`config.mk`:
```
export PLATFORM = sky130hd
export DESIGN_NAME = spitrp_top
export DESIGN_NICKNAME = d
export VERILOG_FILES = /design/src/shared/spitrp_pkg.sv /design/src/spitrp_regmem.sv /design/src/spitrp_sync.sv /design/src/spitrp_top.sv
export SDC_FILE = /design/constraint.sdc
export NUM_CORES = 1
export LEC_CHECK = 0
export BUFFER_PORTS_ARGS = -buffer_cell sky130_fd_sc_hd__buf_2
export CAP_MARGIN = 20
export CORE_UTILIZATION = 35
export DETAILED_ROUTE_END_ITERATION = 10
export SLEW_MARGIN = 20
export SYNTH_ARGS = -nofsm -noshare
export SYNTH_HDL_FRONTEND = slang
export SYNTH_SLANG_ARGS = --single-unit
```
`constraint.sdc`:
```
create_clock -name ref_clk -period 3.3 [get_ports ref_clk]
set_input_delay 0.66 -clock ref_clk [delete_from_list [all_inputs] [get_ports ref_clk]]
set_output_delay 0.66 -clock ref_clk [all_outputs]
set_load 0.02 [all_outputs]
```
`src/shared/spitrp_pkg.sv`:
```
// Package for the serial target register port: frame layout, map sizes, carriers.
// Assumes one ref_clk domain; serial pins are sampled, never used as clocks.
package spitrp_pkg;
    // Frame layout
    localparam int unsigned ADDR_W = 15;
    localparam int unsigned DATA_W = 8;
    localparam logic [4:0] CNT_RST = 5'h00;
    localparam logic [4:0] ADDR_LAST = 5'h0f; // Direction bit plus 15 address bits
    localparam logic [2:0] BIT_LAST = 3'h7;
    // Register map: writable block at the bottom, read-only status above it
    localparam int unsigned RAM_AW = 5;
    localparam logic [14:0] RAM_TOP = 15'h001f;
    localparam logic [14:0] REV_ADDR = 15'h0020;
    localparam logic [14:0] STAT_ADDR = 15'h0021;
    localparam logic [7:0] REV_VALUE = 8'h11; // Arbitrary design revision value
    localparam logic [7:0] DATA_RST = 8'h00;
    localparam logic [14:0] ADDR_RST = 15'h0000;

    typedef enum logic [1:0] {
        SPITRP_ST_CMD = 2'b00,
        SPITRP_ST_WR = 2'b01,
        SPITRP_ST_RD = 2'b10
    } spitrp_state_t;

    // One write request into the register store
    typedef struct packed {
        logic en;
        logic [14:0] addr;
        logic [7:0] data;
    } spitrp_wreq_t;
endpackage : spitrp_pkg

```
`src/spitrp_regmem.sv`:
```
// Small register store: 32 writable bytes with registered read data.
// Assumes address is already decoded to the writable range by the caller.
`timescale 1ns/1ps
module spitrp_regmem (
    input wire logic ref_clk,
    input wire logic nrst,
    input wire logic we,
    input wire logic [4:0] waddr,
    input wire logic [7:0] wdata,
    input wire logic [4:0] raddr,
    output logic [7:0] rdata
);
    logic [7:0] mem_ff [0:31];
    logic [7:0] rdata_ff;

    ////////////////////////////////////////////////////////////////////////
    // Writes land on the edge; read data is registered, so one cycle latency
    always_ff @(posedge ref_clk) begin
        if (!nrst) begin
            for (int i = 0; i < 32; i++) begin
                mem_ff[i] <= spitrp_pkg::DATA_RST;
            end
            rdata_ff <= spitrp_pkg::DATA_RST;
        end else begin
            if (we) begin
                mem_ff[waddr] <= wdata;
            end
            rdata_ff <= mem_ff[raddr];
        end
    end
    assign rdata = rdata_ff;
endmodule : spitrp_regmem

```
`src/spitrp_sync.sv`:
```
// Two-flop synchroniser for one level from outside the ref_clk domain.
// Assumes the source is asynchronous; the output is safe to decode.
`timescale 1ns/1ps
module spitrp_sync (
    input wire logic ref_clk,
    input wire logic nrst,
    input wire logic rst_val,
    input wire logic din,
    output logic dout
);
    typedef struct packed {
        logic meta_ff;
        logic out_ff;
    } spitrp_sync_t;
    spitrp_sync_t st_ff;
    spitrp_sync_t nxt_st;

    ////////////////////////////////////////////////////////////////////////
    // Next value: first stage feeds only the second
    always_comb begin
        nxt_st.meta_ff = din;
        nxt_st.out_ff = st_ff.meta_ff;
    end

    // Reset constant is a tie-off at instantiation, never a live signal
    always_ff @(posedge ref_clk) begin
        if (!nrst) begin
            st_ff <= {rst_val, rst_val};
        end else begin
            st_ff <= nxt_st;
        end
    end
    assign dout = st_ff.out_ff;
endmodule : spitrp_sync

```
`src/spitrp_top.sv`:
```
// Serial target register port, mode 3, 15-bit address, 8-bit data, auto-increment.
// Assumes ref_clk is much faster than the serial clock (at least 8x) so edges are seen.
// Behaviour
// - Sample input on serial clock rise, change output on serial clock fall.
// - After select falls, take the command bits from the serial input.
// - Ignore serial clock and input while select is high.
// - Select rising ends the transfer and clears counter and command state.
// - Echo each received address bit on the serial output.
// - Abort mid-frame on select high, leaving registers unchanged.
// - Tolerate the serial clock stopping indefinitely inside a frame.
// - Each serial clock cycle moves one bit each way.
// - Writable registers read back; read-only revision and status exist.
// - Unused locations read zero.
// - Writes to unused or read-only locations change nothing; the code still records each one as refused in status bit1.
// - Further write bytes go to incremented addresses.
// - Fetch after last address bit; first data bit on next falling edge.
// - Continued clocking on read increments address and shifts next bytes.
`timescale 1ns/1ps
module spitrp_top (
    input wire logic ref_clk,
    input wire logic nrst,
    input wire logic sel_n,
    input wire logic sclk,
    input wire logic sdi,
    output logic sdo,
    output logic sdo_oe,
    output logic busy
);
    typedef struct packed {
        spitrp_pkg::spitrp_state_t state;
        logic sclk_d;
        logic [4:0] cnt;
        logic is_wr;
        logic [14:0] addr;
        logic [7:0] shreg;
        logic sdo_bit;
        logic fetch;
        logic fetch_d;
        spitrp_pkg::spitrp_wreq_t wreq;
        logic [7:0] status;
    } spitrp_st_t;

    spitrp_st_t st_ff;
    spitrp_st_t nxt_st;
    logic sel_n_s;
    logic sclk_s;
    logic sdi_s;
    logic [7:0] mem_rdata;
    logic [7:0] rd_byte;
    logic sclk_rise;
    logic sclk_fall;
    logic wr_in_ram;

    ////////////////////////////////////////////////////////////////////////
    // Pin synchronisers; serial clock parks high, select idles high
    spitrp_sync u_sync_sel (
        .ref_clk(ref_clk),
        .nrst(nrst),
        .rst_val(1'b1),
        .din(sel_n),
        .dout(sel_n_s)
    );
    spitrp_sync u_sync_clk (
        .ref_clk(ref_clk),
        .nrst(nrst),
        .rst_val(1'b1),
        .din(sclk),
        .dout(sclk_s)
    );
    spitrp_sync u_sync_sdi (
        .ref_clk(ref_clk),
        .nrst(nrst),
        .rst_val(1'b0),
        .din(sdi),
        .dout(sdi_s)
    );

    ////////////////////////////////////////////////////////////////////////
    // Register store; only the writable range is ever written
    assign wr_in_ram = st_ff.wreq.en && (st_ff.wreq.addr <= spitrp_pkg::RAM_TOP);
    spitrp_regmem u_mem (
        .ref_clk(ref_clk),
        .nrst(nrst),
        .we(wr_in_ram),
        .waddr(st_ff.wreq.addr[4:0]),
        .wdata(st_ff.wreq.data),
        .raddr(st_ff.addr[4:0]),
        .rdata(mem_rdata)
    );

    // Read mux: store, revision, live status, else zero
    // Status is read live, so a read right after a write reports that write
    always_comb begin
        if (st_ff.addr <= spitrp_pkg::RAM_TOP) begin
            rd_byte = mem_rdata;
        end else if (st_ff.addr == spitrp_pkg::REV_ADDR) begin
            rd_byte = spitrp_pkg::REV_VALUE;
        end else if (st_ff.addr == spitrp_pkg::STAT_ADDR) begin
            rd_byte = st_ff.status;
        end else begin
            rd_byte = 8'h00;
        end
    end

    // Edge finders work only on synchronised copies
    // Both are gated by select, so a deselected clock can move nothing
    assign sclk_rise = !sel_n_s && sclk_s && !st_ff.sclk_d;
    assign sclk_fall = !sel_n_s && !sclk_s && st_ff.sclk_d;

    ////////////////////////////////////////////////////////////////////////
    // Frame engine. Apart from the fetch load, nothing happens without an edge, so a stalled
    // clock simply holds every other field where it is.
    always_comb begin
        nxt_st = st_ff;
        nxt_st.sclk_d = sclk_s;
        nxt_st.wreq.en = 1'b0;
        // Fetch strobe trails its request by one cycle so the store's
        // registered read data has settled when the shift register loads it
        nxt_st.fetch = st_ff.fetch_d;
        nxt_st.fetch_d = 1'b0;
        if (sel_n_s) begin
            // Deselect clears the frame; a half-received byte is dropped
            nxt_st.state = spitrp_pkg::SPITRP_ST_CMD;
            nxt_st.cnt = spitrp_pkg::CNT_RST;
            nxt_st.is_wr = 1'b0;
            nxt_st.sdo_bit = 1'b0;
        end else begin
            case (st_ff.state)
                spitrp_pkg::SPITRP_ST_CMD: begin
                    if (sclk_rise) begin
                        nxt_st.cnt = st_ff.cnt + 5'h01;
                        if (st_ff.cnt == spitrp_pkg::CNT_RST) begin
                            nxt_st.is_wr = sdi_s;
                        end else begin
                            nxt_st.addr = {st_ff.addr[13:0], sdi_s};
                        end
                        if (st_ff.cnt == spitrp_pkg::ADDR_LAST) begin
                            nxt_st.cnt = spitrp_pkg::CNT_RST;
                            nxt_st.fetch_d = !st_ff.is_wr;
                            nxt_st.state = st_ff.is_wr ? spitrp_pkg::SPITRP_ST_WR
                                                       : spitrp_pkg::SPITRP_ST_RD;
                        end
                    end
                    if (sclk_fall) begin
                        nxt_st.sdo_bit = sdi_s;
                    end
                end
                spitrp_pkg::SPITRP_ST_WR: begin
                    if (sclk_rise) begin
                        nxt_st.shreg = {st_ff.shreg[6:0], sdi_s};
                        nxt_st.cnt = st_ff.cnt + 5'h01;
                        if (st_ff.cnt[2:0] == spitrp_pkg::BIT_LAST) begin
                            nxt_st.cnt = spitrp_pkg::CNT_RST;
                            nxt_st.wreq.en = 1'b1;
                            nxt_st.wreq.addr = st_ff.addr;
                            nxt_st.wreq.data = {st_ff.shreg[6:0], sdi_s};
                            nxt_st.addr = st_ff.addr + 15'h0001;
                        end
                    end
                    if (sclk_fall) begin
                        nxt_st.sdo_bit = 1'b0;
                    end
                end
                spitrp_pkg::SPITRP_ST_RD: begin
                    // Fetched byte is taken two cycles after the address settles
                    if (st_ff.fetch) begin
                        nxt_st.shreg = rd_byte;
                    end
                    if (sclk_fall) begin
                        nxt_st.sdo_bit = st_ff.shreg[7];
                        nxt_st.shreg = {st_ff.shreg[6:0], 1'b0};
                        nxt_st.cnt = st_ff.cnt + 5'h01;
                        if (st_ff.cnt[2:0] == spitrp_pkg::BIT_LAST) begin
                            nxt_st.cnt = spitrp_pkg::CNT_RST;
                            nxt_st.addr = st_ff.addr + 15'h0001;
                            nxt_st.fetch_d = 1'b1;
                        end
                    end
                end
                default: begin
                    nxt_st.state = spitrp_pkg::SPITRP_ST_CMD;
                end
            endcase
        end
        // Status: bit0 last write hit, bit1 last write refused
        if (st_ff.wreq.en) begin
            nxt_st.status = {6'h00, !wr_in_ram, wr_in_ram};
        end
    end

    // State register; sclk_d resets high so a parked clock shows no false edge
    always_ff @(posedge ref_clk) begin
        if (!nrst) begin
            st_ff <= '{state: spitrp_pkg::SPITRP_ST_CMD, sclk_d: 1'b1,
                       cnt: spitrp_pkg::CNT_RST, is_wr: 1'b0,
                       addr: spitrp_pkg::ADDR_RST, shreg: spitrp_pkg::DATA_RST,
                       sdo_bit: 1'b0, fetch: 1'b0, fetch_d: 1'b0,
                       wreq: '{en: 1'b0, addr: spitrp_pkg::ADDR_RST,
                               data: spitrp_pkg::DATA_RST},
                       status: spitrp_pkg::DATA_RST};
        end else begin
            st_ff <= nxt_st;
        end
    end

    ////////////////////////////////////////////////////////////////////////
    // Outputs: data line driven only while selected
    assign sdo = st_ff.sdo_bit;
    assign sdo_oe = !sel_n_s;
    assign busy = (st_ff.state != spitrp_pkg::SPITRP_ST_CMD) || (st_ff.cnt != 5'h00);

    ////////////////////////////////////////////////////////////////////////
    // Checks
    deselect_clears_a: assert property (@(posedge ref_clk) disable iff (!nrst)
        sel_n_s |=> (st_ff.state == spitrp_pkg::SPITRP_ST_CMD) && (st_ff.cnt == 5'h00))
        else $error("frame state not cleared on deselect");
    idle_ignores_a: assert property (@(posedge ref_clk) disable iff (!nrst)
        sel_n_s |=> !st_ff.wreq.en && $stable(st_ff.addr) && $stable(st_ff.shreg))
        else $error("activity while deselected");
    abort_nowrite_a: assert property (@(posedge ref_clk) disable iff (!nrst)
        sel_n_s |=> !st_ff.wreq.en)
        else $error("write issued after abort");
    echo_addr_a: assert property (@(posedge ref_clk) disable iff (!nrst)
        sclk_fall && st_ff.state == spitrp_pkg::SPITRP_ST_CMD |=> sdo == $past(sdi_s))
        else $error("address bit not echoed");
    stall_holds_a: assert property (@(posedge ref_clk) disable iff (!nrst)
        !sel_n_s && !sclk_rise && !sclk_fall && !st_ff.fetch |=> $stable(st_ff.cnt))
        else $error("counter moved without clock edge");
    write_incr_a: assert property (@(posedge ref_clk) disable iff (!nrst)
        st_ff.wreq.en |-> st_ff.addr == st_ff.wreq.addr + 15'h0001)
        else $error("write address not incremented");
    unused_zero_a: assert property (@(posedge ref_clk) disable iff (!nrst)
        st_ff.addr > spitrp_pkg::STAT_ADDR |-> rd_byte == 8'h00)
        else $error("unused location not zero");
    ro_nowrite_a: assert property (@(posedge ref_clk) disable iff (!nrst)
        st_ff.wreq.en && st_ff.wreq.addr > spitrp_pkg::RAM_TOP
        |-> !wr_in_ram ##1 st_ff.status == 8'h02)
        else $error("write reached read-only space");
    rd_fetch_a: assert property (@(posedge ref_clk) disable iff (!nrst)
        sclk_rise && st_ff.state == spitrp_pkg::SPITRP_ST_CMD && !st_ff.is_wr
        && st_ff.cnt == spitrp_pkg::ADDR_LAST |=> ##1 st_ff.fetch)
        else $error("read fetch not launched");

    ////////////////////////////////////////////////////////////////////////
    // Data path checks; each comment names the behaviour that it judges
    // Serial output only moves on a falling clock or on deselect
    out_on_fall_a: assert property (@(posedge ref_clk) disable iff (!nrst)
        !sclk_fall && !sel_n_s |=> $stable(sdo))
        else $error("serial output moved off a falling edge");
    // Counter steps once per rising clock while the header arrives
    hdr_count_a: assert property (@(posedge ref_clk) disable iff (!nrst)
        sclk_rise && st_ff.state == spitrp_pkg::SPITRP_ST_CMD
        |=> st_ff.cnt == $past(st_ff.cnt) + 5'h01 || st_ff.cnt == spitrp_pkg::CNT_RST)
        else $error("header bit count did not step");
    // First header bit is the direction flag
    dir_capture_a: assert property (@(posedge ref_clk) disable iff (!nrst)
        sclk_rise && st_ff.state == spitrp_pkg::SPITRP_ST_CMD
        && st_ff.cnt == spitrp_pkg::CNT_RST |=> st_ff.is_wr == $past(sdi_s))
        else $error("direction flag not captured");
    // Deselect drops the command and quiets the output
    cmd_clear_a: assert property (@(posedge ref_clk) disable iff (!nrst)
        sel_n_s |=> !st_ff.is_wr && !sdo)
        else $error("command state kept over deselect");
    // Write data phase returns zeros on the output
    wr_quiet_a: assert property (@(posedge ref_clk) disable iff (!nrst)
        sclk_fall && st_ff.state == spitrp_pkg::SPITRP_ST_WR |=> !sdo)
        else $error("output not low during write data");
    // Read data leaves MSB first, one bit per falling clock
    rd_shift_a: assert property (@(posedge ref_clk) disable iff (!nrst)
        sclk_fall && st_ff.state == spitrp_pkg::SPITRP_ST_RD |=> sdo == $past(st_ff.shreg[7]))
        else $error("read bit out of order");
    // Fetched byte lands in the shift register when no edge competes
    rd_load_a: assert property (@(posedge ref_clk) disable iff (!nrst)
        st_ff.fetch && !sel_n_s && !sclk_fall && st_ff.state == spitrp_pkg::SPITRP_ST_RD
        |=> st_ff.shreg == $past(rd_byte))
        else $error("fetched byte not loaded");
    // End of a read byte moves to the next address and fetches it
    rd_incr_a: assert property (@(posedge ref_clk) disable iff (!nrst)
        sclk_fall && st_ff.state == spitrp_pkg::SPITRP_ST_RD
        && st_ff.cnt[2:0] == spitrp_pkg::BIT_LAST
        |=> st_ff.addr == $past(st_ff.addr) + 15'h0001 ##1 st_ff.fetch)
        else $error("read address not advanced");
    // Eighth data bit of a write issues one store request with that byte
    wr_store_a: assert property (@(posedge ref_clk) disable iff (!nrst)
        sclk_rise && st_ff.state == spitrp_pkg::SPITRP_ST_WR
        && st_ff.cnt[2:0] == spitrp_pkg::BIT_LAST
        |=> st_ff.wreq.en && st_ff.wreq.data == {$past(st_ff.shreg[6:0]), $past(sdi_s)})
        else $error("write byte not issued");
    // A stalled clock leaves address, data and phase untouched
    stall_data_a: assert property (@(posedge ref_clk) disable iff (!nrst)
        !sel_n_s && !sclk_rise && !sclk_fall && !st_ff.fetch
        |=> $stable(st_ff.addr) && $stable(st_ff.shreg) && $stable(st_ff.state))
        else $error("frame moved while clock stalled");
    // Status reports an accepted write
    ram_hit_a: assert property (@(posedge ref_clk) disable iff (!nrst)
        wr_in_ram |=> st_ff.status == 8'h01)
        else $error("status missed accepted write");
    // A read header leaves no store request behind
    rd_nowrite_a: assert property (@(posedge ref_clk) disable iff (!nrst)
        st_ff.state == spitrp_pkg::SPITRP_ST_RD |-> !st_ff.wreq.en)
        else $error("store request during a read");
endmodule : spitrp_top
```
After elaboration in Yosys (flattened, before gate mapping)
Memories as Yosys holds them, arrays and structs flattened. A register that Yosys moved wholly into a read port is not among the register bits.
Cells that the tools add are included.
{"block": "totals", "out_inout_bits": 3, "mem_bits_rw": 256, "input_bits": 5, "wordCells": 109, "reg_bits": 67, "n_memories": 1}
{"block": "classes", "reduce_logical": 29, "magnitude_cmp": 2, "eq_ne": 14, "add_sub_neg": 2, "n_bitwise": 5, "mux": 37}
{"name": "u_mem.mem_ff", "depth": 32, "word_bits": 8, "rd": 1, "rd_clocked_by_memory_dff": 1, "write_ports": 32, "line": "spitrp_regmem.sv:13", "rtl": "logic [7:0] mem_ff [0:31];"}
{"operator": "$mux W24", "n": 2}
{"operator": "$pmux W15 S3", "n": 1}
{"operator": "$eq A15 B6 Y1 const B", "n": 2}
{"operator": "$le A15 B5 Y1 const B", "n": 2}
{"operator": "$mux W15", "n": 2}
{"operator": "$mux W5", "n": 6}
{"operator": "$mux W8", "n": 3}
{"operator": "$mux W23", "n": 1}
{"operator": "$mux W21", "n": 1}
{"operator": "$pmux W8 S2", "n": 1}
{"operator": "$reduce_and A4 Y1", "n": 4}
{"operator": "$add A15 B1 Y15 const B", "n": 1}
{"operator": "$pmux W5 S3", "n": 1}
{"operator": "$ne A2 B2 Y1 const B", "n": 7}
{"operator": "$mux W1", "n": 12}
{"operator": "$mux W2", "n": 4}
{"operator": "$reduce_or A8 Y1", "n": 1}
{"operator": "$logic_not A1 Y1", "n": 6}
{"operator": "$reduce_and A3 Y1", "n": 2}
{"operator": "$reduce_and A6 Y1", "n": 1}
{"operator": "$add A5 B1 Y5 const B", "n": 1}
{"operator": "$eq A5 B4 Y1 const B", "n": 1}
{"operator": "$logic_and A1 B1 Y1", "n": 5}
{"operator": "$logic_not A5 Y1", "n": 1}
{"operator": "15 further kinds", "n": 21}

Longest topological paths before layout
Gate-level depths: netlist of the first run.
{"block": "depth", "ltp_word": 7, "depth_mapped": 10, "ltp_nobuf": 7}

Cells and area by module
From an unflattened synthesis of the first run, not the netlist that was laid out.
{"block": "unflattened", "hier_cells": 1211, "hier_area_um2": 15461.1}
{"mod": "spitrp_regmem", "cells_per_inst": 796, "seq_area_each_um2": 7847.5, "area_each_um2": 12117.9, "instances": 1}
{"mod": "spitrp_top", "cells_per_inst": 403, "seq_area_each_um2": 1221.2, "area_each_um2": 3155.5, "instances": 1}
{"mod": "spitrp_sync", "cells_per_inst": 4, "seq_area_each_um2": 40.0, "area_each_um2": 62.6, "instances": 3}

Worst setup path after synthesis of the first run
Ideal clock, no wire load.
{"block": "synth_path", "path_kind": "in2reg", "start": "input port nrst", "end": "memory u_mem.mem_ff[23][0], enable pin", "setup_time_ps": 384, "path_buffers": 1, "arrival_time_ps": 2316, "setup_slack_ps": 600, "cell_stages": 5, "required_time_ps": 2916, "path_cell_list": "nor4b_2 > and4_1 > clkbuf_1 > nand3_1 > o21ai_0"}
{"element": "start: declaration", "line": "spitrp_top.sv:21", "rtl": "input wire logic nrst,"}
{"element": "end: declaration", "line": "spitrp_regmem.sv:13"}

==> results.sh, run 1 <==
export IMPL_power_frac_seq_pct=52.3
export IMPL_r2r_end="u_mem.mem_ff[3][4]$_SDFFCE_PN0P_"
export IMPL_p_clk_share_pct=45.1
export IMPL_fin_setup_tns_ns=0
export IMPL_worst_r2r_path_depth=4
export IMPL_ys_flop_type="edfxtp_1"
export IMPL_holdBufCountCts=0
export IMPL_ys_ff_latch=331
export IMPL_syn_inst=1261
export IMPL_grt_max_degree=60
export IMPL_preCtsSetupSlack_ns=0.501
export IMPL_dpl_hpwl_um=27200
export IMPL_skew_ns=0.0250
export IMPL_drtIter0Drc=1005
export IMPL_slew_viol_final=0
export IMPL_gr_usage_met1_pct=24.8
export IMPL_worstMarginPinSlew_ns=0.938
export IMPL_cts_tree="built"
export IMPL_post_route_min_period_ns=2.67
export IMPL_die_w_um=213
export IMPL_rows=77
export IMPL_clk_path_buf_depth=3
export IMPL_ios=8
export IMPL_power_per_cell_area_nw_per_um2=507
export IMPL_grt_pass1_vias=10200
export IMPL_most_common_layout_cells="edfxtp_1, and2_1, nand2_1, nor2_1, dfxtp_1"
export IMPL_synth_edf_count=256
export IMPL_grtUsageTotal_pct=18.3
export IMPL_die_h_um=213
export IMPL_power_frac_comb_pct=2.6
export IMPL_rsz0062_at_grt="false"
export IMPL_maxSlewHeadroom_pct=37.0
export IMPL_met3_usage_pct=3.62
export IMPL_hold_path_class="input pin to flop"
export IMPL_final_util_pct=40.2
export IMPL_post_cts_resized=0
export IMPL_hold_depth=2
export IMPL_gr_max_usage_layer="met2"
export IMPL_ys_seq_area_share_pct=58.8
export IMPL_drt_wl_total_um=40700
export IMPL_cts_made_buffers=39
export IMPL_start_util_pct=35.4
export IMPL_power_mw=9.00
export IMPL_grt_overflow=0
export IMPL_synthToLayoutAreaGrowth_pct=13.5
export IMPL_r2r_start="st_ff[30]$_SDFFE_PN0P_"
export IMPL_stdcell_count=1905
export IMPL_dp_cells=1833
export IMPL_swShare_pct=21.4
export IMPL_yosys_cell_types_count=75
export IMPL_peakVddDrop_v=0.000315
export IMPL_critPathRequiredTime_ns=3.51
export IMPL_die_area_um2=45500
export IMPL_h_tree_depth=2
export IMPL_grt_first_pass_wirelength_um=62100
export IMPL_core_area_um2=44100
export IMPL_yosysWarnings=0
export IMPL_p_leak_nw=5.67
export IMPL_postRouteAntennaNets=0
export IMPL_setup_violations=0
export IMPL_post_cts_setup_buffer_count=0
export IMPL_synth_nets=1278
export IMPL_netlist_area_um2=15600
export IMPL_path_class="flop to flop"
export IMPL_ff2ff_setup_slack_ns=0.63
export IMPL_hold_viol=0
export IMPL_fmax_mhz=374
export IMPL_avgRoutedWirePerCell_um=21.3
export IMPL_final_common_cell="edfxtp_1"
export IMPL_portBuffers=7
export IMPL_antenna_found_initial=1
export IMPL_min_from="sel_n"
export IMPL_endpoint_kind="flop"
export IMPL_first_pass_iters=7
export IMPL_period_share_pct=80.9
export IMPL_clock_latency_ns=0.55
export IMPL_p_sw_mw=1.92
export IMPL_avgViaCountPerCell=5.38
export IMPL_async_flop_share_pct=0
export IMPL_fin_ws_ns=0.629
export IMPL_gp_congestion=0.873
export IMPL_layout_drive_gt1_share_pct=17.1
export IMPL_clkTransAtPathRegs_ns=0.06
export IMPL_worstPathMaxFanout=9
export IMPL_intPower_mw=7.07
export IMPL_cp_arrival_ns=2.88
export IMPL_drcViolationCount=0
export IMPL_maxCapViolCount=0
export IMPL_hold_end="u_sync_sel.nxt_st[0]$_SDFF_PN1_"
export IMPL_root_buffer="clkbuf_16"
export IMPL_grt_use_met2_pct=28.9
export IMPL_status="complete, no violations"
export IMPL_cp_start_kind="flop"
export IMPL_syn_avg_cell_area_um2=12.4
export IMPL_vias=10200
export IMPL_nets=1299
export IMPL_cts_num_sinks=331
-- flip-flops by register name, indices dropped and copies added (netlist names) --
name and flops:
u_sync_sdi.dout 1, u_sync_clk.dout 1, u_sync_sdi.nxt_st 1, u_sync_sel.nxt_st 1, u_sync_sel.dout 1, nxt_st 1, st_ff 59, u_sync_clk.nxt_st 1
u_mem.mem_ff 256, u_mem.rdata 8, sdo 1
-- through the flow --
step           cell area (um2)  hold slack (ns)
5_1_grt                  17700            0.308
3_5_place_dp             16500            0.392
6_report                 17700            0.317
2_1_floorplan            15600            0.386
3_3_place_gp             16500            0.397
4_1_cts                  17700            0.293
-- worst max path at each step --
stage / from / endpoint / slack [ns] / cells after the start
finish: st_ff[30]$_SDFFE_PN0P_ / u_mem.mem_ff[3][4]$_SDFFCE_PN0P_ / 0.63 / 4
global route: st_ff[30]$_SDFFE_PN0P_ / u_mem.mem_ff[1][1]$_SDFFCE_PN0P_ / 0.46 / 4
CTS: st_ff[30]$_SDFFE_PN0P_ / u_mem.mem_ff[3][1]$_SDFFCE_PN0P_ / 0.60 / 4
detailed placement: nrst / u_mem.mem_ff[0][4]$_SDFFCE_PN0P_ / 0.50 / 6
global placement: nrst / u_mem.mem_ff[0][3]$_SDFFCE_PN0P_ / 0.58 / 6
floorplan: nrst / u_mem.mem_ff[23][0]$_SDFFCE_PN0P_ / 0.60 / 5
-- power by group through the flow --
stage               Sequential [mW]  Clock, mW  Combinational [mW]
floorplan                      4.76          0               0.145
global placement               4.79          0               0.233
detailed placement             4.79          0               0.237
CTS                            4.71       4.13               0.238
global route                   4.72       4.29               0.255
finish                         4.71       4.06               0.237
-- cell families (layout without fill, tap and decap cells) --
logic type | Yosys count | after routing | synth area share [%]
multiplexers | 96 | 96 | 9.95
buffers and inverters | 112 | 163 | 2.97
other | 0 | 1 | 0
AND/OR/NAND/NOR | 513 | 513 | 18.5
flip-flops | 331 | 331 | 58.8
XOR/XNOR | 1 | 1 | 0.0560
AO/OA/AOI/OAI | 196 | 196 | 8.78
adder cells (fa/ha/maj) | 12 | 12 | 0.960
-- critical path, stage by stage (launching register included) --
cell      delay, ns
dfxtp_1        0.32
or4b_1         0.65
or4_4          0.61
nor3_4         0.36
nand2b_1       0.39
-- layout make-up --
cell class | count | area (um2)
tap | 592 | 741
clock inverter | 20 | 158
multi-input combinational | 818 | 5990
timing repair buffer | 72 | 536
clock buffer | 51 | 1050
inverter | 20 | 75.1
sequential | 331 | 9200
antenna | 1 | 2.50
fill | 4185 | 26400
-- cell usage after synthesis (6+ instances only) --
cell | number | share of area, %
nor3_4 | 8 | 0.83
a31oi_1 | 8 | 0.32
nand2b_1 | 23 | 0.92
a32oi_1 | 8 | 0.45
nand3_1 | 18 | 0.58
nor2_2 | 13 | 0.52
nor3_1 | 9 | 0.29
mux2i_1 | 43 | 2.8
edfxtp_1 | 256 | 49
o21ai_0 | 33 | 1.1
a21oi_1 | 42 | 1.3
nor2_1 | 86 | 2.1
or4_1 | 6 | 0.29
a211oi_1 | 20 | 0.96
buf_2 | 17 | 0.54
mux4_2 | 47 | 6.8
nand2_1 | 98 | 2.4
mux2_2 | 6 | 0.43
nor2b_1 | 7 | 0.28
and3_1 | 6 | 0.24
o32ai_1 | 6 | 0.34
o221ai_1 | 11 | 0.62
inv_1 | 19 | 0.46
a221oi_1 | 11 | 0.62
nand4_1 | 9 | 0.36
dfxtp_1 | 75 | 9.6
and2_1 | 200 | 8.0
ha_1 | 12 | 0.96
clkbuf_1 | 66 | 1.6
-- layer usage --
| layer | wire, um | vias to the layer above |
|---|---|---|
| li1 | - | 4718 |
| met1 | 17900 | 5112 |
| met2 | 18800 | 334 |
| met3 | 2550 | 80 |
| met4 | 1460 | 0 |
| met5 | 0 | - |
Power figures use the tool's default switching activity.
==> inputs of run 2 (changes only) <==
--- a/config.mk
+++ b/config.mk
@@ -5,6 +5,7 @@
 export SDC_FILE = /design/constraint.sdc
 export NUM_CORES = 1
 export LEC_CHECK = 0
+export ABC_AREA = 1
 export BUFFER_PORTS_ARGS = -buffer_cell sky130_fd_sc_hd__buf_2
 export CAP_MARGIN = 20
 export CORE_UTILIZATION = 35
==> constraint.sdc (replaced) <==
create_clock -name ref_clk -period 2.2 [get_ports ref_clk]
set_input_delay 0.44 -clock ref_clk [delete_from_list [all_inputs] [get_ports ref_clk]]
set_output_delay 0.44 -clock ref_clk [all_outputs]
set_load 0.02 [all_outputs]
==> run 2 against run 1 <==
Effect of this change:
- synthesized cell count is 30% higher
- combinational power is 30% higher
- largest cell class unchanged
- utilization rose by 0.88 points
- sequential share of layout area is 0.23 points lower
==> results.sh, run 2 <==
export IMPL_drt_wl_total_um=43300
export IMPL_hold_path_class="input pin to flop"
export IMPL_maxCapViolCount=0
export IMPL_portBuffers=7
export IMPL_worstPathMaxFanout=6
export IMPL_fmax_mhz=475
export IMPL_worstMarginPinSlew_ns=0.738
export IMPL_yosysWarnings=0
export IMPL_layout_drive_gt1_share_pct=12.5
export IMPL_skew_ns=0.0176
export IMPL_cp_arrival_ns=1.66
export IMPL_yosysMostFrequentCell="nor2_1"
export IMPL_synth_edf_count=256
export IMPL_synth_area_top_cells="edfxtp_1, dfxtp_1, nor2_1"
export IMPL_antenna_found_initial=0
export IMPL_avgRoutedWirePerCell_um=19.1
export IMPL_ff2ff_setup_slack_ns=0.11
export IMPL_holdBufCountCts=0
export IMPL_netlist_area_um2=15500
export IMPL_grt_max_degree=97
export IMPL_async_flop_share_pct=0
export IMPL_avgViaCountPerCell=5.37
export IMPL_drtIter0Drc=1409
export IMPL_postRouteAntennaNets=0
export IMPL_ys_seq_area_share_pct=59.4
export IMPL_peakVddDrop_v=0.000431
export IMPL_power_per_cell_area_nw_per_um2=769
export IMPL_clkTransAtPathRegs_ns=0.06
export IMPL_top_register="u_mem.mem_ff"
export IMPL_cp_start_kind="flop"
export IMPL_largest_reg_flops=256
export IMPL_grt_first_pass_wirelength_um=67600
export IMPL_cts_num_sinks=331
export IMPL_rsz0062_at_grt="true"
export IMPL_die_w_um=212
export IMPL_most_common_layout_cells="nor2_1, edfxtp_1, o21ai_0, nor3_1, nand2_1"
export IMPL_clk_path_buf_depth=3
export IMPL_critPathRequiredTime_ns=1.76
export IMPL_path_class="flop to output port"
export IMPL_synthToLayoutAreaGrowth_pct=15.2
export IMPL_setup_violations=0
export IMPL_num_antenna_cells=0
export IMPL_h_tree_depth=2
export IMPL_cts_made_buffers=38
export IMPL_die_h_um=212
export IMPL_synth_nets=1661
export IMPL_status="complete, no violations"
export IMPL_preCtsSetupSlack_ns=-0.0808
export IMPL_endpoint_kind="output port"
export IMPL_ios=8
export IMPL_yosys_cell_types_count=42
export IMPL_maxSlewHeadroom_pct=50.7
export IMPL_die_area_um2=45100
export IMPL_grt_pass1_vias=11800
export IMPL_final_common_cell="nor2_1"
export IMPL_gp_congestion=0.885
export IMPL_grtUsageTotal_pct=19.5
export IMPL_ys_ff_latch=331
export IMPL_post_route_min_period_ns=2.10
export IMPL_syn_avg_cell_area_um2=9.41
export IMPL_syn_inst=1644
export IMPL_slew_viol_final=0
export IMPL_nets=1675
export IMPL_p_leak_nw=6.17
export IMPL_period_share_pct=95.6
export IMPL_hold_viol=0
export IMPL_grt_overflow=0
export IMPL_dpl_hpwl_um=26900
export IMPL_fin_setup_tns_ns=0
export IMPL_root_buffer="clkbuf_16"
export IMPL_vias=12200
export IMPL_start_util_pct=35.7
export IMPL_first_pass_iters=5
export IMPL_yosysTopAreaCell="edfxtp_1"
export IMPL_fin_ws_ns=0.0964
export IMPL_yosys_area_top_type_share_pct=49.7
export IMPL_rows=76
export IMPL_drcViolationCount=0
export IMPL_cts_tree="built"
export IMPL_ys_flop_type="edfxtp_1"
export IMPL_core_area_um2=43400
export IMPL_clock_latency_ns=0.54
export IMPL_synth_common_cells="nor2_1, edfxtp_1, o21ai_0, nor3_1, nand2_1"
## run 2: cell types whose count changed in the layout (fill, tap and decap cells not counted), sizes merged, moves of 32 or more
cell,delta
a21oi,+35
o21ai,+161
mux4,-47
nor2,+200
o22ai,+32
nand3,+39
and2,-200
nand2,+73
mux2i,-43
buf,+37
inv,+53
nor3,+171
## run 2: cell families after synthesis
logic type,share of synthesized area (%)
AND/OR/NAND/NOR,21.9
AO/OA/AOI/OAI,11.9
flip-flops,59.4
buffers and inverters,5.65
adder cells (fa/ha/maj),0.970
XOR/XNOR,0.170
## run 2: critical path: stages (launching register included)
cell and delay, ns:
dfxtp_1 0.37, inv_1 0.09, ha_1 0.28, nand3_1 0.20
buf_2 0.20
## run 2: where the power goes
group / switching (mW) / internal, mW / total (mW)
registers: 0.0800 / 6.95 / 7.03
clock network: 2.54 / 3.83 / 6.36
logic: 0.216 / 0.0936 / 0.309
## run 2: path summary, 6_finish.rpt
check                                      end  cells past startpoint                            start
max                                       busy                      4           st_ff[65]$_SDFFE_PP0P_
min            u_sync_clk.nxt_st[0]$_SDFF_PN1_                      2                             sclk
max reg2reg  u_mem.mem_ff[25][1]$_SDFFCE_PN0P_                      9             st_ff[31]$_SDFF_PP0_
min reg2reg         u_sync_sdi.dout$_SDFF_PN0_                      2  u_sync_sdi.nxt_st[0]$_SDFF_PN0_
## run 2: metal layers
| layer | track usage, % | wire length, um | up-vias |
|---|---|---|---|
| met4 | 6.90 | 1180 | 0 |
| met1 | 26.9 | 19100 | 5913 |
| li1 | - | - | 5773 |
| met3 | 2.91 | 2810 | 75 |
| met2 | 31.0 | 20200 | 441 |
| met5 | 0 | 0 | - |
## run 2: through the flow
stage               total power [mW]  instance area (um2)  utilization [%]  hold slack, ns  std cells
detailed placement              7.47                16500             38.1           0.398       2202
CTS                             13.8                17800             41.0          0.0826       2270
global placement                7.46                16500             38.1           0.396       2202
floorplan                       7.31                15500                -           0.390       1644
global route                    14.0                17800             41.1          0.0845       2271
finish                          13.7                17800             41.1          0.0988       2271
## run 2: timing repair
| item | in CTS | in global routing |
|---|---|---|
| gates resized for setup | 3 | 3 |
| buffers inserted | 0 | 1 |
| pin swaps | 0 | 1 |
| endpoints found under the setup margin | 56 | 229 |
## run 2: area by class of cell
cell class                      count  area [um2]
Clock inverter                     17         190
Multi-Input combinational cell   1103        5440
Sequential cell                   331        9190
Inverter                           75         283
Fill cell                        4289       25500
Tap cell                          585         732
Timing Repair Buffer              109         930
Clock buffer                       51        1050
==> inputs of run 3 (changes only) <==
--- a/config.mk
+++ b/config.mk
@@ -6,11 +6,14 @@
 export NUM_CORES = 1
 export LEC_CHECK = 0
 export ABC_AREA = 1
+export ABC_CLOCK_PERIOD_IN_PS = 2200
 export BUFFER_PORTS_ARGS = -buffer_cell sky130_fd_sc_hd__buf_2
 export CAP_MARGIN = 20
 export CORE_UTILIZATION = 35
 export DETAILED_ROUTE_END_ITERATION = 10
+export MAX_ROUTING_LAYER = met4
 export SLEW_MARGIN = 20
 export SYNTH_ARGS = -nofsm -noshare
 export SYNTH_HDL_FRONTEND = slang
 export SYNTH_SLANG_ARGS = --single-unit
+export TNS_END_PERCENT = 1
==> run 3 against run 2 <==
Effect of this change:
- count of clock-buffer cells in the layout is 1 higher
- combinational power down 2%
- largest cell class unchanged
- die area unchanged
- setup slack got worse by 0.058 ns
- utilization shrank 0.25 points
- total power fell by 2.4%
==> results.sh, run 3 (synthesis gave the netlist of run 2 again) <==
export IMPL_stdcell_count=2260
export IMPL_rows=76
export IMPL_r2r_end="u_mem.mem_ff[28][2]$_SDFFCE_PN0P_"
export IMPL_drtIter0Drc=1433
export IMPL_h_tree_depth=2
export IMPL_worstMarginPinSlew_ns=0.699
export IMPL_grt_max_degree=97
export IMPL_setup_violations=0
export IMPL_cts_num_sinks=331
export IMPL_grt_first_pass_wirelength_um=66300
export IMPL_maxSlewHeadroom_pct=53.4
export IMPL_most_common_layout_cells="nor2_1, edfxtp_1, o21ai_0, nor3_1, nand2_1"
export IMPL_finalInstanceArea_um2=17700
export IMPL_hold_depth=2
export IMPL_grtUsageTotal_pct=19.8
export IMPL_top_register="u_mem.mem_ff"
export IMPL_critPathRequiredTime_ns=2.44
export IMPL_avgRoutedWirePerCell_um=18.8
export IMPL_slew_viol_final=0
export IMPL_ios=8
export IMPL_dp_cells=2195
export IMPL_period_share_pct=98.2
export IMPL_clk_path_buf_depth=3
export IMPL_nets=1668
export IMPL_core_area_um2=43400
export IMPL_first_pass_iters=5
export IMPL_holdBufCountCts=0
export IMPL_clkTransAtPathRegs_ns=0.05
export IMPL_min_from="sclk"
export IMPL_clock_latency_ns=0.54
export IMPL_p_leak_nw=6.12
export IMPL_hold_viol=0
export IMPL_ff2ff_setup_slack_ns=0.04
export IMPL_path_class="flop to flop"
export IMPL_die_h_um=212
export IMPL_cp_arrival_ns=2.40
export IMPL_hold_end="u_sync_clk.nxt_st[0]$_SDFF_PN1_"
export IMPL_portBuffers=7
export IMPL_rsz0062_at_grt="true"
export IMPL_hold_path_class="input pin to flop"
export IMPL_gp_congestion=0.900
export IMPL_avgViaCountPerCell=5.33
export IMPL_grt_overflow=0
export IMPL_die_w_um=212
export IMPL_worstPathMaxFanout=27
export IMPL_r2r_start="st_ff[19]$_SDFFE_PN0P_"
export IMPL_skew_ns=0.0230
export IMPL_postPlaceCellArea_um2=16500
export IMPL_layout_drive_gt1_share_pct=11.6
export IMPL_drcViolationCount=0
export IMPL_final_common_cell="nor2_1"
export IMPL_antenna_found_initial=0
export IMPL_fmax_mhz=463
export IMPL_worst_r2r_path_depth=5
export IMPL_largest_reg_flops=256
export IMPL_cts_made_buffers=38
export IMPL_start_util_pct=35.7
export IMPL_maxCapViolCount=0
export IMPL_die_area_um2=45100
export IMPL_dpl_hpwl_um=26800
export IMPL_post_route_min_period_ns=2.16
export IMPL_peakVddDrop_v=0.000485
export IMPL_drt_wl_total_um=42500
export IMPL_num_antenna_cells=0
export IMPL_fin_setup_tns_ns=0
export IMPL_cts_tree="built"
export IMPL_root_buffer="clkbuf_16"
export IMPL_synthToLayoutAreaGrowth_pct=14.5
export IMPL_cp_start_kind="flop"
export IMPL_status="complete, no violations"
export IMPL_grt_pass1_vias=11500
export IMPL_vias=12000
export IMPL_postRouteAntennaNets=0
export IMPL_endpoint_kind="flop"
export IMPL_power_per_cell_area_nw_per_um2=755
## run 3: cell count changes in the layout (fill, tap and decap cells not counted), moves of 2 or more
cell	previous run	this run
clkinv_1	5	9
clkinvlp_4	2	0
clkinv_2	8	2
clkbuf_1	9	12
buf_4	91	84
clkbuf_8	3	1
## run 3: metrics by stage
| step | hold WS [ns] | utilization [%] | setup slack [ns] | power, mW |
|---|---|---|---|---|
| final | 0.0971 | 40.8 | 0.0388 | 13.4 |
| after global routing | 0.0802 | 40.8 | -0.0418 | 13.8 |
| after CTS | 0.0762 | 40.7 | -0.0572 | 13.5 |
| after detailed placement | 0.403 | 38.0 | -0.0767 | 7.46 |
| after global placement | 0.396 | 38.0 | -0.107 | 7.45 |
| after floorplan | 0.390 | - | -0.106 | 7.31 |
## run 3: timing repair
item                                    4_1_cts  5_1_grt
endpoints found under the setup margin       64      322
pin swaps                                     0        1
hold endpoints to repair                      0        0
resized for setup                             1        6
buffers inserted                              0        1
gates cloned                                  0        0
## run 3: area by class of cell
class	count	area, um2
multi-input combinational	1103	5450
inverter	75	283
sequential	331	9190
clock inverter	12	130
timing repair buffer	102	886
tap	585	732
fill	4312	25700
clock buffer	52	1030
## run 3: critical path, stage by stage (launching register included)
cell and delay, ns:
dfxtp_1 0.48, inv_1 0.12, nor3_1 0.47, inv_2 0.32
o21ai_0 0.27, buf_4 0.21
## run 3: report_power, final
part / total (mW) / internal (mW) / switching (mW)
Combinational: 0.302 / 0.0913 / 0.211
Sequential: 7.04 / 6.96 / 0.0808
Clock: 6.03 / 3.62 / 2.41
## run 3: worst max path at each step
| stage | cells after the start | start | endpoint | slack [ns] |
|---|---|---|---|---|
| 4_1_cts | 6 | st_ff[23]$_SDFFE_PN0P_ | u_mem.mem_ff[28][2]$_SDFFCE_PN0P_ | -0.06 |
| 5_1_grt | 9 | st_ff[31]$_SDFF_PP0_ | u_mem.mem_ff[31][1]$_SDFFCE_PN0P_ | -0.04 |
| 2_1_floorplan | 6 | nrst | u_mem.mem_ff[17][0]$_SDFFCE_PN0P_ | -0.11 |
| 3_3_place_gp | 6 | st_ff[23]$_SDFFE_PN0P_ | u_mem.mem_ff[1][2]$_SDFFCE_PN0P_ | -0.11 |
| 3_5_place_dp | 6 | st_ff[23]$_SDFFE_PN0P_ | u_mem.mem_ff[25][1]$_SDFFCE_PN0P_ | -0.08 |
| 6_report | 5 | st_ff[19]$_SDFFE_PN0P_ | u_mem.mem_ff[28][2]$_SDFFCE_PN0P_ | 0.04 |
## run 3: layer usage
metal | GRT usage, % | vias to the layer above | wire [um]
li1 | - | 5757 | -
met1 | 26.7 | 5785 | 18900
met2 | 30.8 | 428 | 19700
met3 | 2.85 | 76 | 2770
met4 | 6.47 | 0 | 1070
met5 | - | - | 0
